## src/logic/tcdma_pkg.sv

```systemverilog
// Shared constants, types and helpers of the two-channel peripheral/RAM mover
package tcdma_pkg;

    localparam int NCH = 2;
    localparam int AW = 6;
    localparam int DW = 8;
    localparam int NSRC = 16;

    // Register offsets inside one channel window
    localparam logic [AW-1:0] CH_STRIDE = 6'h10;
    localparam logic [AW-1:0] OFS_SA = 6'h00;
    localparam logic [AW-1:0] OFS_RAL = 6'h01;
    localparam logic [AW-1:0] OFS_RAH = 6'h02;
    localparam logic [AW-1:0] OFS_CNTL = 6'h03;
    localparam logic [AW-1:0] OFS_CNTH = 6'h04;
    localparam logic [AW-1:0] OFS_MODE = 6'h05;
    localparam logic [AW-1:0] OFS_CTRL = 6'h06;

    // Shared registers
    localparam logic [AW-1:0] OFS_HOLD = 6'h20;
    localparam logic [AW-1:0] OFS_IRQ_STAT = 6'h21;
    localparam logic [AW-1:0] OFS_IRQ_MASK = 6'h22;

    // Field positions
    localparam int CTRL_EN_BIT = 7;
    localparam int CTRL_ST_BIT = 0;
    localparam int MODE_SWT_BIT = 7;
    localparam int MODE_DIR_BIT = 6;
    localparam int SRC_SEL_W = 4;

    // Reset values and count compare values
    localparam logic [7:0] RST_BYTE = 8'h00;
    localparam logic [15:0] RST_WORD = 16'h0000;
    localparam logic [15:0] CNT_LAST = 16'h0001;
    localparam logic [15:0] CNT_ZERO = 16'h0000;

    // Channel settings handed to an engine
    typedef struct packed {
        logic run;
        logic dir;
        logic [SRC_SEL_W-1:0] src_sel;
        logic [7:0] sa;
        logic [15:0] ra;
    } tcdma_cfg_t;

    // One access on the system memory bus
    typedef struct packed {
        logic req;
        logic we;
        logic [15:0] addr;
        logic [7:0] wdata;
    } tcdma_bus_t;

    localparam tcdma_bus_t BUS_IDLE = '0;

    typedef enum logic [2:0] {
        ST_IDLE = 3'b000,
        ST_PEND = 3'b001,
        ST_RD = 3'b010,
        ST_CAP = 3'b011,
        ST_WR = 3'b100
    } tcdma_state_t;

    // Byte address of a channel register
    function automatic logic [AW-1:0] tcdma_reg_addr(input logic ch, input logic [AW-1:0] ofs);
        return ch ? AW'(CH_STRIDE + ofs) : ofs;
    endfunction : tcdma_reg_addr

endpackage : tcdma_pkg

```

## src/logic/tcdma_rst_sync.sv

```systemverilog
// Reset release synchroniser
module tcdma_rst_sync (
    input wire logic mclk,
    input wire logic rst_n,
    output logic rst_sync_n
);
    logic [1:0] sync_q;
    logic [1:0] sync_d;

    // Shift a one in after release
    always_comb begin
        sync_d = {sync_q[0], 1'b1};
    end

    always_ff @(posedge mclk or negedge rst_n) begin
        if (!rst_n) begin
            sync_q <= 2'b00;
        end else begin
            sync_q <= sync_d;
        end
    end

    assign rst_sync_n = sync_q[1];
endmodule : tcdma_rst_sync

```

## src/logic/tcdma_chan.sv

```systemverilog
// One channel's transfer engine: trigger latch, hold, read then write
module tcdma_chan #(
    parameter logic [7:0] SFR_PAGE = 8'hFF
) (
    input wire logic mclk,
    input wire logic rst_n,
    input tcdma_pkg::tcdma_cfg_t cfg,
    input wire logic hold,
    input wire logic [tcdma_pkg::NSRC-1:0] trig_src,
    input wire logic sw_trig,
    input wire logic grant,
    input wire logic [7:0] mem_rdata,
    output logic want,
    output logic xfer,
    output logic busy,
    output logic step,
    output tcdma_pkg::tcdma_bus_t bus
);
    import tcdma_pkg::*;

    tcdma_state_t state_q, state_d;
    tcdma_bus_t bus_q, bus_d;
    logic pend_q, pend_d;
    logic trig;
    logic take;
    logic [15:0] sfr_addr;

    // Trigger latch, grant handshake and bus sequencing
    always_comb begin
        sfr_addr = {SFR_PAGE, cfg.sa};
        trig = sw_trig | trig_src[cfg.src_sel];
        take = (state_q == ST_PEND) && grant && !hold;
        pend_d = cfg.run & (trig | (pend_q & ~take));
        state_d = state_q;
        bus_d = BUS_IDLE;
        case (state_q)
            ST_IDLE: begin
                if (pend_q && cfg.run) begin
                    state_d = ST_PEND;
                end
            end
            ST_PEND: begin
                if (!cfg.run) begin
                    state_d = ST_IDLE;
                end else if (take) begin
                    state_d = ST_RD;
                    bus_d = '{req: 1'b1, we: 1'b0, addr: cfg.dir ? cfg.ra : sfr_addr, wdata: RST_BYTE};
                end
            end
            ST_RD: begin
                state_d = ST_CAP;
            end
            ST_CAP: begin
                state_d = ST_WR;
                bus_d = '{req: 1'b1, we: 1'b1, addr: cfg.dir ? sfr_addr : cfg.ra, wdata: mem_rdata};
            end
            ST_WR: begin
                state_d = ST_IDLE;
            end
            default: begin
                state_d = ST_IDLE;
            end
        endcase
    end

    always_ff @(posedge mclk or negedge rst_n) begin
        if (!rst_n) begin
            state_q <= ST_IDLE;
            bus_q <= BUS_IDLE;
            pend_q <= 1'b0;
        end else begin
            state_q <= state_d;
            bus_q <= bus_d;
            pend_q <= pend_d;
        end
    end

    // Status toward the controller
    assign want = (state_q == ST_PEND) && cfg.run && !hold;
    assign xfer = (state_q == ST_RD) || (state_q == ST_CAP) || (state_q == ST_WR);
    assign busy = (state_q != ST_IDLE);
    assign step = (state_q == ST_WR);
    assign bus = bus_q;
endmodule : tcdma_chan

```

## src/logic/tcdma_top.sv

```systemverilog
// Two-channel peripheral/RAM mover: registers, arbitration, interrupts
//
// Chosen here: the register offsets and the plain strobed port.

module tcdma_top #(
    parameter logic [7:0] SFR_PAGE = 8'hFF
) (
    input wire logic mclk,
    input wire logic rst_n,
    input wire logic [tcdma_pkg::AW-1:0] reg_addr,
    input wire logic [tcdma_pkg::DW-1:0] reg_wdata,
    input wire logic reg_wr,
    input wire logic reg_rd,
    output logic [tcdma_pkg::DW-1:0] reg_rdata,
    input wire logic [tcdma_pkg::NSRC-1:0] periph_req,
    output tcdma_pkg::tcdma_bus_t mem_bus,
    input wire logic [7:0] mem_rdata,
    output logic chan0_done_irq,
    output logic chan1_done_irq,
    output logic dma_irq
);
    import tcdma_pkg::*;

    logic rst_sync_n;

    // Per-channel settings and state
    logic [7:0] sa_q [NCH];
    logic [7:0] sa_d [NCH];
    logic [15:0] ra_q [NCH];
    logic [15:0] ra_d [NCH];
    logic [15:0] cnt_q [NCH];
    logic [15:0] cnt_d [NCH];
    logic [7:0] mode_q [NCH];
    logic [7:0] mode_d [NCH];
    logic [NCH-1:0] en_q, en_d;
    logic [NCH-1:0] st_q, st_d;
    logic [NCH-1:0] stop_q, stop_d;
    logic [NCH-1:0] hold_q, hold_d;
    logic [NCH-1:0] stat_q, stat_d;
    logic [NCH-1:0] mask_q, mask_d;
    logic [NCH-1:0] done_q, done_d;
    logic [DW-1:0] rdata_q, rdata_d;

    // Engine links
    tcdma_cfg_t cfg [NCH];
    tcdma_bus_t cbus [NCH];
    logic [NCH-1:0] sw_trig;
    logic [NCH-1:0] want;
    logic [NCH-1:0] xfer;
    logic [NCH-1:0] busy;
    logic [NCH-1:0] step;
    logic [NCH-1:0] grant;

    tcdma_rst_sync u_rst (
        .mclk(mclk),
        .rst_n(rst_n),
        .rst_sync_n(rst_sync_n)
    );

    // One engine per channel
    for (genvar g = 0; g < NCH; g++) begin : g_chan
        tcdma_chan #(
            .SFR_PAGE(SFR_PAGE)
        ) u_chan (
            .mclk(mclk),
            .rst_n(rst_sync_n),
            .cfg(cfg[g]),
            .hold(hold_q[g]),
            .trig_src(periph_req),
            .sw_trig(sw_trig[g]),
            .grant(grant[g]),
            .mem_rdata(mem_rdata),
            .want(want[g]),
            .xfer(xfer[g]),
            .busy(busy[g]),
            .step(step[g]),
            .bus(cbus[g])
        );
    end

    // Settings seen by the engines; a channel runs only while enabled and started
    always_comb begin
        for (int i = 0; i < NCH; i++) begin
            cfg[i].run = en_q[i] & st_q[i] & ~stop_q[i] & (cnt_q[i] != CNT_ZERO);
            cfg[i].dir = mode_q[i][MODE_DIR_BIT];
            cfg[i].src_sel = mode_q[i][SRC_SEL_W-1:0];
            cfg[i].sa = sa_q[i];
            cfg[i].ra = ra_q[i];
        end
    end

    // Fixed priority, channel 0 first; a channel keeps the bus through its access
    always_comb begin
        grant[0] = want[0] & ~xfer[1];
        grant[1] = want[1] & ~want[0] & ~xfer[0];
    end

    // Only the engine in its access phase drives a non-idle request
    assign mem_bus = cbus[0] | cbus[1];

    // Register writes, unit steps, completion and stop handling
    always_comb begin
        logic [AW-1:0] a;
        a = reg_addr;
        en_d = en_q;
        st_d = st_q;
        stop_d = stop_q;
        hold_d = hold_q;
        mask_d = mask_q;
        done_d = '0;
        sw_trig = '0;
        for (int i = 0; i < NCH; i++) begin
            sa_d[i] = sa_q[i];
            ra_d[i] = ra_q[i];
            cnt_d[i] = cnt_q[i];
            mode_d[i] = mode_q[i];
            if (reg_wr) begin
                if (a == tcdma_reg_addr(1'(i), OFS_SA)) begin
                    sa_d[i] = reg_wdata;
                end
                if (a == tcdma_reg_addr(1'(i), OFS_RAL)) begin
                    ra_d[i][7:0] = reg_wdata;
                end
                if (a == tcdma_reg_addr(1'(i), OFS_RAH)) begin
                    ra_d[i][15:8] = reg_wdata;
                end
                if (a == tcdma_reg_addr(1'(i), OFS_CNTL)) begin
                    cnt_d[i][7:0] = reg_wdata;
                end
                if (a == tcdma_reg_addr(1'(i), OFS_CNTH)) begin
                    cnt_d[i][15:8] = reg_wdata;
                end
                if (a == tcdma_reg_addr(1'(i), OFS_MODE)) begin
                    mode_d[i] = reg_wdata;
                    mode_d[i][MODE_SWT_BIT] = 1'b0;
                    sw_trig[i] = reg_wdata[MODE_SWT_BIT];
                end
                if (a == tcdma_reg_addr(1'(i), OFS_CTRL)) begin
                    if (!st_q[i]) begin
                        en_d[i] = reg_wdata[CTRL_EN_BIT];
                        st_d[i] = reg_wdata[CTRL_ST_BIT] & reg_wdata[CTRL_EN_BIT];
                    end else if (!reg_wdata[CTRL_ST_BIT]) begin
                        stop_d[i] = 1'b1;
                    end
                end
            end
            // Unit moved: advance RAM address, count down, finish at zero
            if (step[i]) begin
                ra_d[i] = ra_q[i] + 16'h0001;
                cnt_d[i] = cnt_q[i] - 16'h0001;
                if (cnt_q[i] == CNT_LAST) begin
                    st_d[i] = 1'b0;
                    stop_d[i] = 1'b0;
                    done_d[i] = 1'b1;
                end
            end
            // Start/wait reads zero only once the engine is really idle
            if (stop_q[i] && !busy[i]) begin
                st_d[i] = 1'b0;
                stop_d[i] = 1'b0;
            end
        end
        if (reg_wr && a == OFS_HOLD) begin
            hold_d = reg_wdata[NCH-1:0];
        end
        if (reg_wr && a == OFS_IRQ_MASK) begin
            mask_d = reg_wdata[NCH-1:0];
        end
    end

    // Sticky done flags; a new completion wins over a write-one clear
    always_comb begin
        stat_d = stat_q;
        if (reg_wr && reg_addr == OFS_IRQ_STAT) begin
            stat_d = stat_q & ~reg_wdata[NCH-1:0];
        end
        stat_d = stat_d | done_d;
    end

    // Read data, presented one cycle after the strobe
    always_comb begin
        rdata_d = RST_BYTE;
        if (reg_rd) begin
            for (int i = 0; i < NCH; i++) begin
                if (reg_addr == tcdma_reg_addr(1'(i), OFS_SA)) begin
                    rdata_d = sa_q[i];
                end
                if (reg_addr == tcdma_reg_addr(1'(i), OFS_RAL)) begin
                    rdata_d = ra_q[i][7:0];
                end
                if (reg_addr == tcdma_reg_addr(1'(i), OFS_RAH)) begin
                    rdata_d = ra_q[i][15:8];
                end
                if (reg_addr == tcdma_reg_addr(1'(i), OFS_CNTL)) begin
                    rdata_d = cnt_q[i][7:0];
                end
                if (reg_addr == tcdma_reg_addr(1'(i), OFS_CNTH)) begin
                    rdata_d = cnt_q[i][15:8];
                end
                if (reg_addr == tcdma_reg_addr(1'(i), OFS_MODE)) begin
                    rdata_d = mode_q[i];
                end
                if (reg_addr == tcdma_reg_addr(1'(i), OFS_CTRL)) begin
                    rdata_d[CTRL_EN_BIT] = en_q[i];
                    rdata_d[CTRL_ST_BIT] = st_q[i];
                end
            end
            if (reg_addr == OFS_HOLD) begin
                rdata_d[NCH-1:0] = hold_q;
            end
            if (reg_addr == OFS_IRQ_STAT) begin
                rdata_d[NCH-1:0] = stat_q;
            end
            if (reg_addr == OFS_IRQ_MASK) begin
                rdata_d[NCH-1:0] = mask_q;
            end
        end
    end

    // All settings clear on reset
    always_ff @(posedge mclk or negedge rst_sync_n) begin
        if (!rst_sync_n) begin
            for (int i = 0; i < NCH; i++) begin
                sa_q[i] <= RST_BYTE;
                ra_q[i] <= RST_WORD;
                cnt_q[i] <= RST_WORD;
                mode_q[i] <= RST_BYTE;
            end
            en_q <= '0;
            st_q <= '0;
            stop_q <= '0;
            hold_q <= '0;
            stat_q <= '0;
            mask_q <= '0;
            done_q <= '0;
            rdata_q <= RST_BYTE;
        end else begin
            for (int i = 0; i < NCH; i++) begin
                sa_q[i] <= sa_d[i];
                ra_q[i] <= ra_d[i];
                cnt_q[i] <= cnt_d[i];
                mode_q[i] <= mode_d[i];
            end
            en_q <= en_d;
            st_q <= st_d;
            stop_q <= stop_d;
            hold_q <= hold_d;
            stat_q <= stat_d;
            mask_q <= mask_d;
            done_q <= done_d;
            rdata_q <= rdata_d;
        end
    end

    // Outputs
    assign reg_rdata = rdata_q;
    assign chan0_done_irq = done_q[0];
    assign chan1_done_irq = done_q[1];
    assign dma_irq = |(stat_q & mask_q);
endmodule : tcdma_top

```

## config.mk

```make
export PLATFORM = sky130hd
export DESIGN_NAME = tcdma_top
export DESIGN_NICKNAME = d
export VERILOG_FILES = /design/src/logic/tcdma_pkg.sv /design/src/logic/tcdma_rst_sync.sv /design/src/logic/tcdma_chan.sv /design/src/logic/tcdma_top.sv
export SDC_FILE = /design/constraint.sdc
export NUM_CORES = 1
export LEC_CHECK = 0
export BUFFER_PORTS_ARGS = -buffer_cell sky130_fd_sc_hd__buf_2
export CORE_UTILIZATION = 47
export CTS_CLUSTER_DIAMETER = 200
export CTS_CLUSTER_SIZE = 30
export DETAILED_ROUTE_END_ITERATION = 8
export SKIP_LAST_GASP = 1
export SLEW_MARGIN = 20
export SYNTH_ARGS = -nofsm -noshare
export SYNTH_HDL_FRONTEND = slang
export SYNTH_SLANG_ARGS = --single-unit
export TNS_END_PERCENT = 1
```

## constraint.sdc

```tcl
create_clock -name mclk -period 6.1 [get_ports mclk]
set_input_delay 0.305 -clock mclk [delete_from_list [all_inputs] [get_ports mclk]]
set_output_delay 0.305 -clock mclk [all_outputs]
set_load 0.02 [all_outputs]
```

==> impl_metrics.yaml <==
clock_network:
  cts.path.max_buffers: 2
  cts_buffers: 17
  clock-sinks: 178
  cts_resized: 0
  clkTransAtPathRegs_ns: 0.08
  htreeDepth: 4
  clk_latency_ns: 0.44
  cts_tree: "done"
  root_buffer: "clkbuf_16"
sta:
  hold_ws_ns: 0.0816
  relSlewSlack: 0.282
  fin_setup_tns_ns: 0
  hold_violations: 0
  final_max_slew_viol_count: 0
  skew_ns: 0.0133
  finalCritPeriodShare: 0.518
  tightestPinTransition_ns: 1.08
  post-route-min-period_ns: 3.16
  max_freq_ghz: 0.316
  setup_violations: 0
  rsz0062_at_grt: "no"
pwr:
  irDropWorstVdd_uv: 186
  power_frac_clock: 0.368
  powerDensity_nw_per_um2: 278
  p_switching_mw: 1.04
  cell_internal_pwr_mw: 2.10
  p_sw_frac: 0.331
  p_leak_nw: 4.88
  seq_power_share: 0.481
  pwr-share-comb: 0.151
die:
  start_util: 0.482
  num_rows: 53
  die_w_um: 149
  dieArea_um2: 22200
  core-area_um2: 21100
  die_h_um: 149
  num_io_pins: 79
grt:
  antenna_found_initial: 0
  grt_pass1_vias: 8318
  grt_first_pass_wirelength_um: 50300
  grt_overflow_total: 0
  globalRouteTotalUtil: 0.301
  grt_max_degree: 177
place:
  place_hpwl_um: 21600
  numPlacedInstances: 1377
  io_buffer_count: 78
  gp_congestion: 0.894
setup_path:
  arrival_ns: 3.51
  crit_end: "g_chan[1].u_chan.bus[17]"
  slowest_stage: "or4b_2"
  worst-path-stages: 7
  reg2reg_from: "cnt_q[16]"
  r2r_slack_ns: 2.94
  cp-startpoint: "cnt_q[16]"
  worstSetupStartpointType: "register"
  worst_ep_required_time_ns: 6.44
  reg2reg_to: "g_chan[1].u_chan.bus[17]"
  path_buf_inv: 1
  cp_cell_sequence: "inv_1 > ha_1 > or4b_2 > or4_4 > a21oi_4 > nand2_2 > a311oi_1"
  reg2reg_depth: 7
  critPathMaxStageDelay_ns: 0.59
  critPathTopFamily: "simple AND/OR/NAND/NOR gates"
  path_class: "reg2reg"
  end_kind: "register"
  crit_fanout: 26
yosys:
  syn_area_um2: 10200
  ys_ff_latch: 178
  synth_edf_count: 0
  syn-num-nets: 1143
  ys_async_sr_fraction: 1.00
  synth_top_cell_area_share: 0.438
  syn_inst: 1095
  yosys_warnings: 0
  ys_types: 72
  postSynthAreaPerCell_um2: 9.28
  synth_top_area_cell: "dfrtp_1"
  ys.flop_type: "dfrtp_1"
  synthTopCellsByArea: "dfrtp_1 (44%), mux2_2 (4.8%), nor2_1 (3.7%)"
  yosysSeqAreaShare: 0.438
route:
  drcViolationCount: 0
  wire_per_inst_um: 22.7
  drt-total-wl_um: 32000
  initialDrtViolationCount: 1130
  drt-vias-per-instance: 6.47
  first_pass_iters: 6
  ant_nets: 0
  vias: 9120
run_status:
  run_status: "finished clean"
finish:
  multi_input_area_um2: 5300
  fin_cells: 1410
  nNetsFinal: 1170
  register_area_um2: 4460
  fill_cells: 1959
  syn_to_final_growth_pct: 11.1
  drive_gt1_frac: 0.206
  insertedDiodeCount: 0
run:
  drv_cap: 0
min_path:
  min_from: "mem_rdata[7]"
  hold_path.class: "in2reg"
[final cells by class]
type,count,share of cell area
well taps,275,0.0305
clock inverters,15,0.0163
multi-input cells,813,0.469
clock buffers,17,0.0377
flip-flops and latches,178,0.395
repair buffers,91,0.0445
inverters,21,0.00698
[kinds of logic after synthesis]
kind of cell	count (synthesis)	synth area share
and+or+nand+nor	409	0.206
buffers and inverters	104	0.0422
AOI/OAI and AO/OA	332	0.216
muxes	64	0.0880
xor gates and xnor gates	1	0.000862
DFF	178	0.438
other	1	0.000369
adders and majority gates	6	0.00739
[repair_timing]
action                                 4_1_cts  5_1_grt
hold buffers                                 1        0
buffers inserted                             0        0
endpoints found under the hold margin        2        0
[sequential cells by signal, indices dropped and copies added, names as in the netlist]
| signal | cells |
|---|---|
| st_q | 2 |
| done_q | 2 |
| g_chan.u_chan.bus | 52 |
| stop_q | 2 |
| cnt_q | 32 |
| hold_q | 2 |
| u_rst.sync_q | 2 |
| g_chan.u_chan.state_q | 6 |
| en_q | 2 |
| mask_q | 2 |
| cfg | 58 |
| mode_q | 4 |
| g_chan.u_chan.pend_q | 2 |
| reg_rdata | 8 |
| stat_q | 2 |
[worst min-delay path by stage]
stage                                    to  slack, ns  depth (start not counted)
floorplan                   u_rst.sync_q[0]      0.009                          0
global placement            u_rst.sync_q[0]       0.09                          1
detailed placement          u_rst.sync_q[0]       0.09                          1
CTS                 g_chan[0].u_chan.bus[7]       0.07                          2
global route        g_chan[0].u_chan.bus[3]       0.07                          2
finish              g_chan[0].u_chan.bus[7]       0.08                          2
[synthesized netlist by cell type (all sizes together) (20+ instances only)]
master,number
clkbuf,68
and3,22
nand3,55
nor2,99
or2,27
mux2,43
a21oi,71
dfrtp,178
o21ai,73
a31oi,37
nor3,24
inv,20
nand2,85
[metal layers]
| layer | GRT usage | up-vias | part of all wire |
|---|---|---|---|
| met5 | 0 | - | 0 |
| met4 | 0.122 | 0 | 0.034 |
| met3 | 0.0471 | 62 | 0.067 |
| met2 | 0.443 | 387 | 0.44 |
| met1 | 0.442 | 4503 | 0.46 |
| li1 | - | 4168 | - |
[cell usage in the layout (no fill, tap or decap), types with 11 or more instances in the layout]
master,n
o21ai_0,73
a21oi_1,70
a22o_1,11
and2_1,12
nand2_1,84
or2_2,27
nor3_1,24
o22ai_1,15
clkbuf_16,17
inv_1,20
nor2_1,99
nand4_1,16
mux4_2,16
dfrtp_1,177
a211oi_1,15
a31oi_1,37
mux2_2,43
buf_2,78
nand3_1,55
a221oi_1,11
a22oi_1,17
buf_4,11
nand2b_1,15
and3_1,22
[stage by stage]
step | utilization | instance area (µm²) | setup WS (ns) | total power [mW]
after floorplan | - | 10200 | 0.773 | 1.79
after global placement | 0.506 | 10700 | 3.01 | 1.99
after detailed placement | 0.506 | 10700 | 2.94 | 2.00
after CTS | 0.535 | 11300 | 2.93 | 3.14
after global routing | 0.535 | 11300 | 2.68 | 3.26
final | 0.535 | 11300 | 2.94 | 3.13
[worst register-to-register path, stage by stage (launching register included)]
cell and delay (ns):
dfrtp_1 0.46, inv_1 0.09, ha_1 0.21, or4b_2 0.59, or4_4 0.50, a21oi_4 0.59
nand2_2 0.29, a311oi_1 0.33
[power groups by stage]
| stage | combinational, mW | sequential, mW | clock (mW) |
|---|---|---|---|
| floorplan | 0.349 | 1.44 | 0 |
| global placement | 0.464 | 1.52 | 0 |
| detailed placement | 0.468 | 1.53 | 0 |
| CTS | 0.472 | 1.50 | 1.17 |
| global route | 0.523 | 1.53 | 1.21 |
| finish | 0.473 | 1.51 | 1.15 |
(Power assumes the default switching activity.)
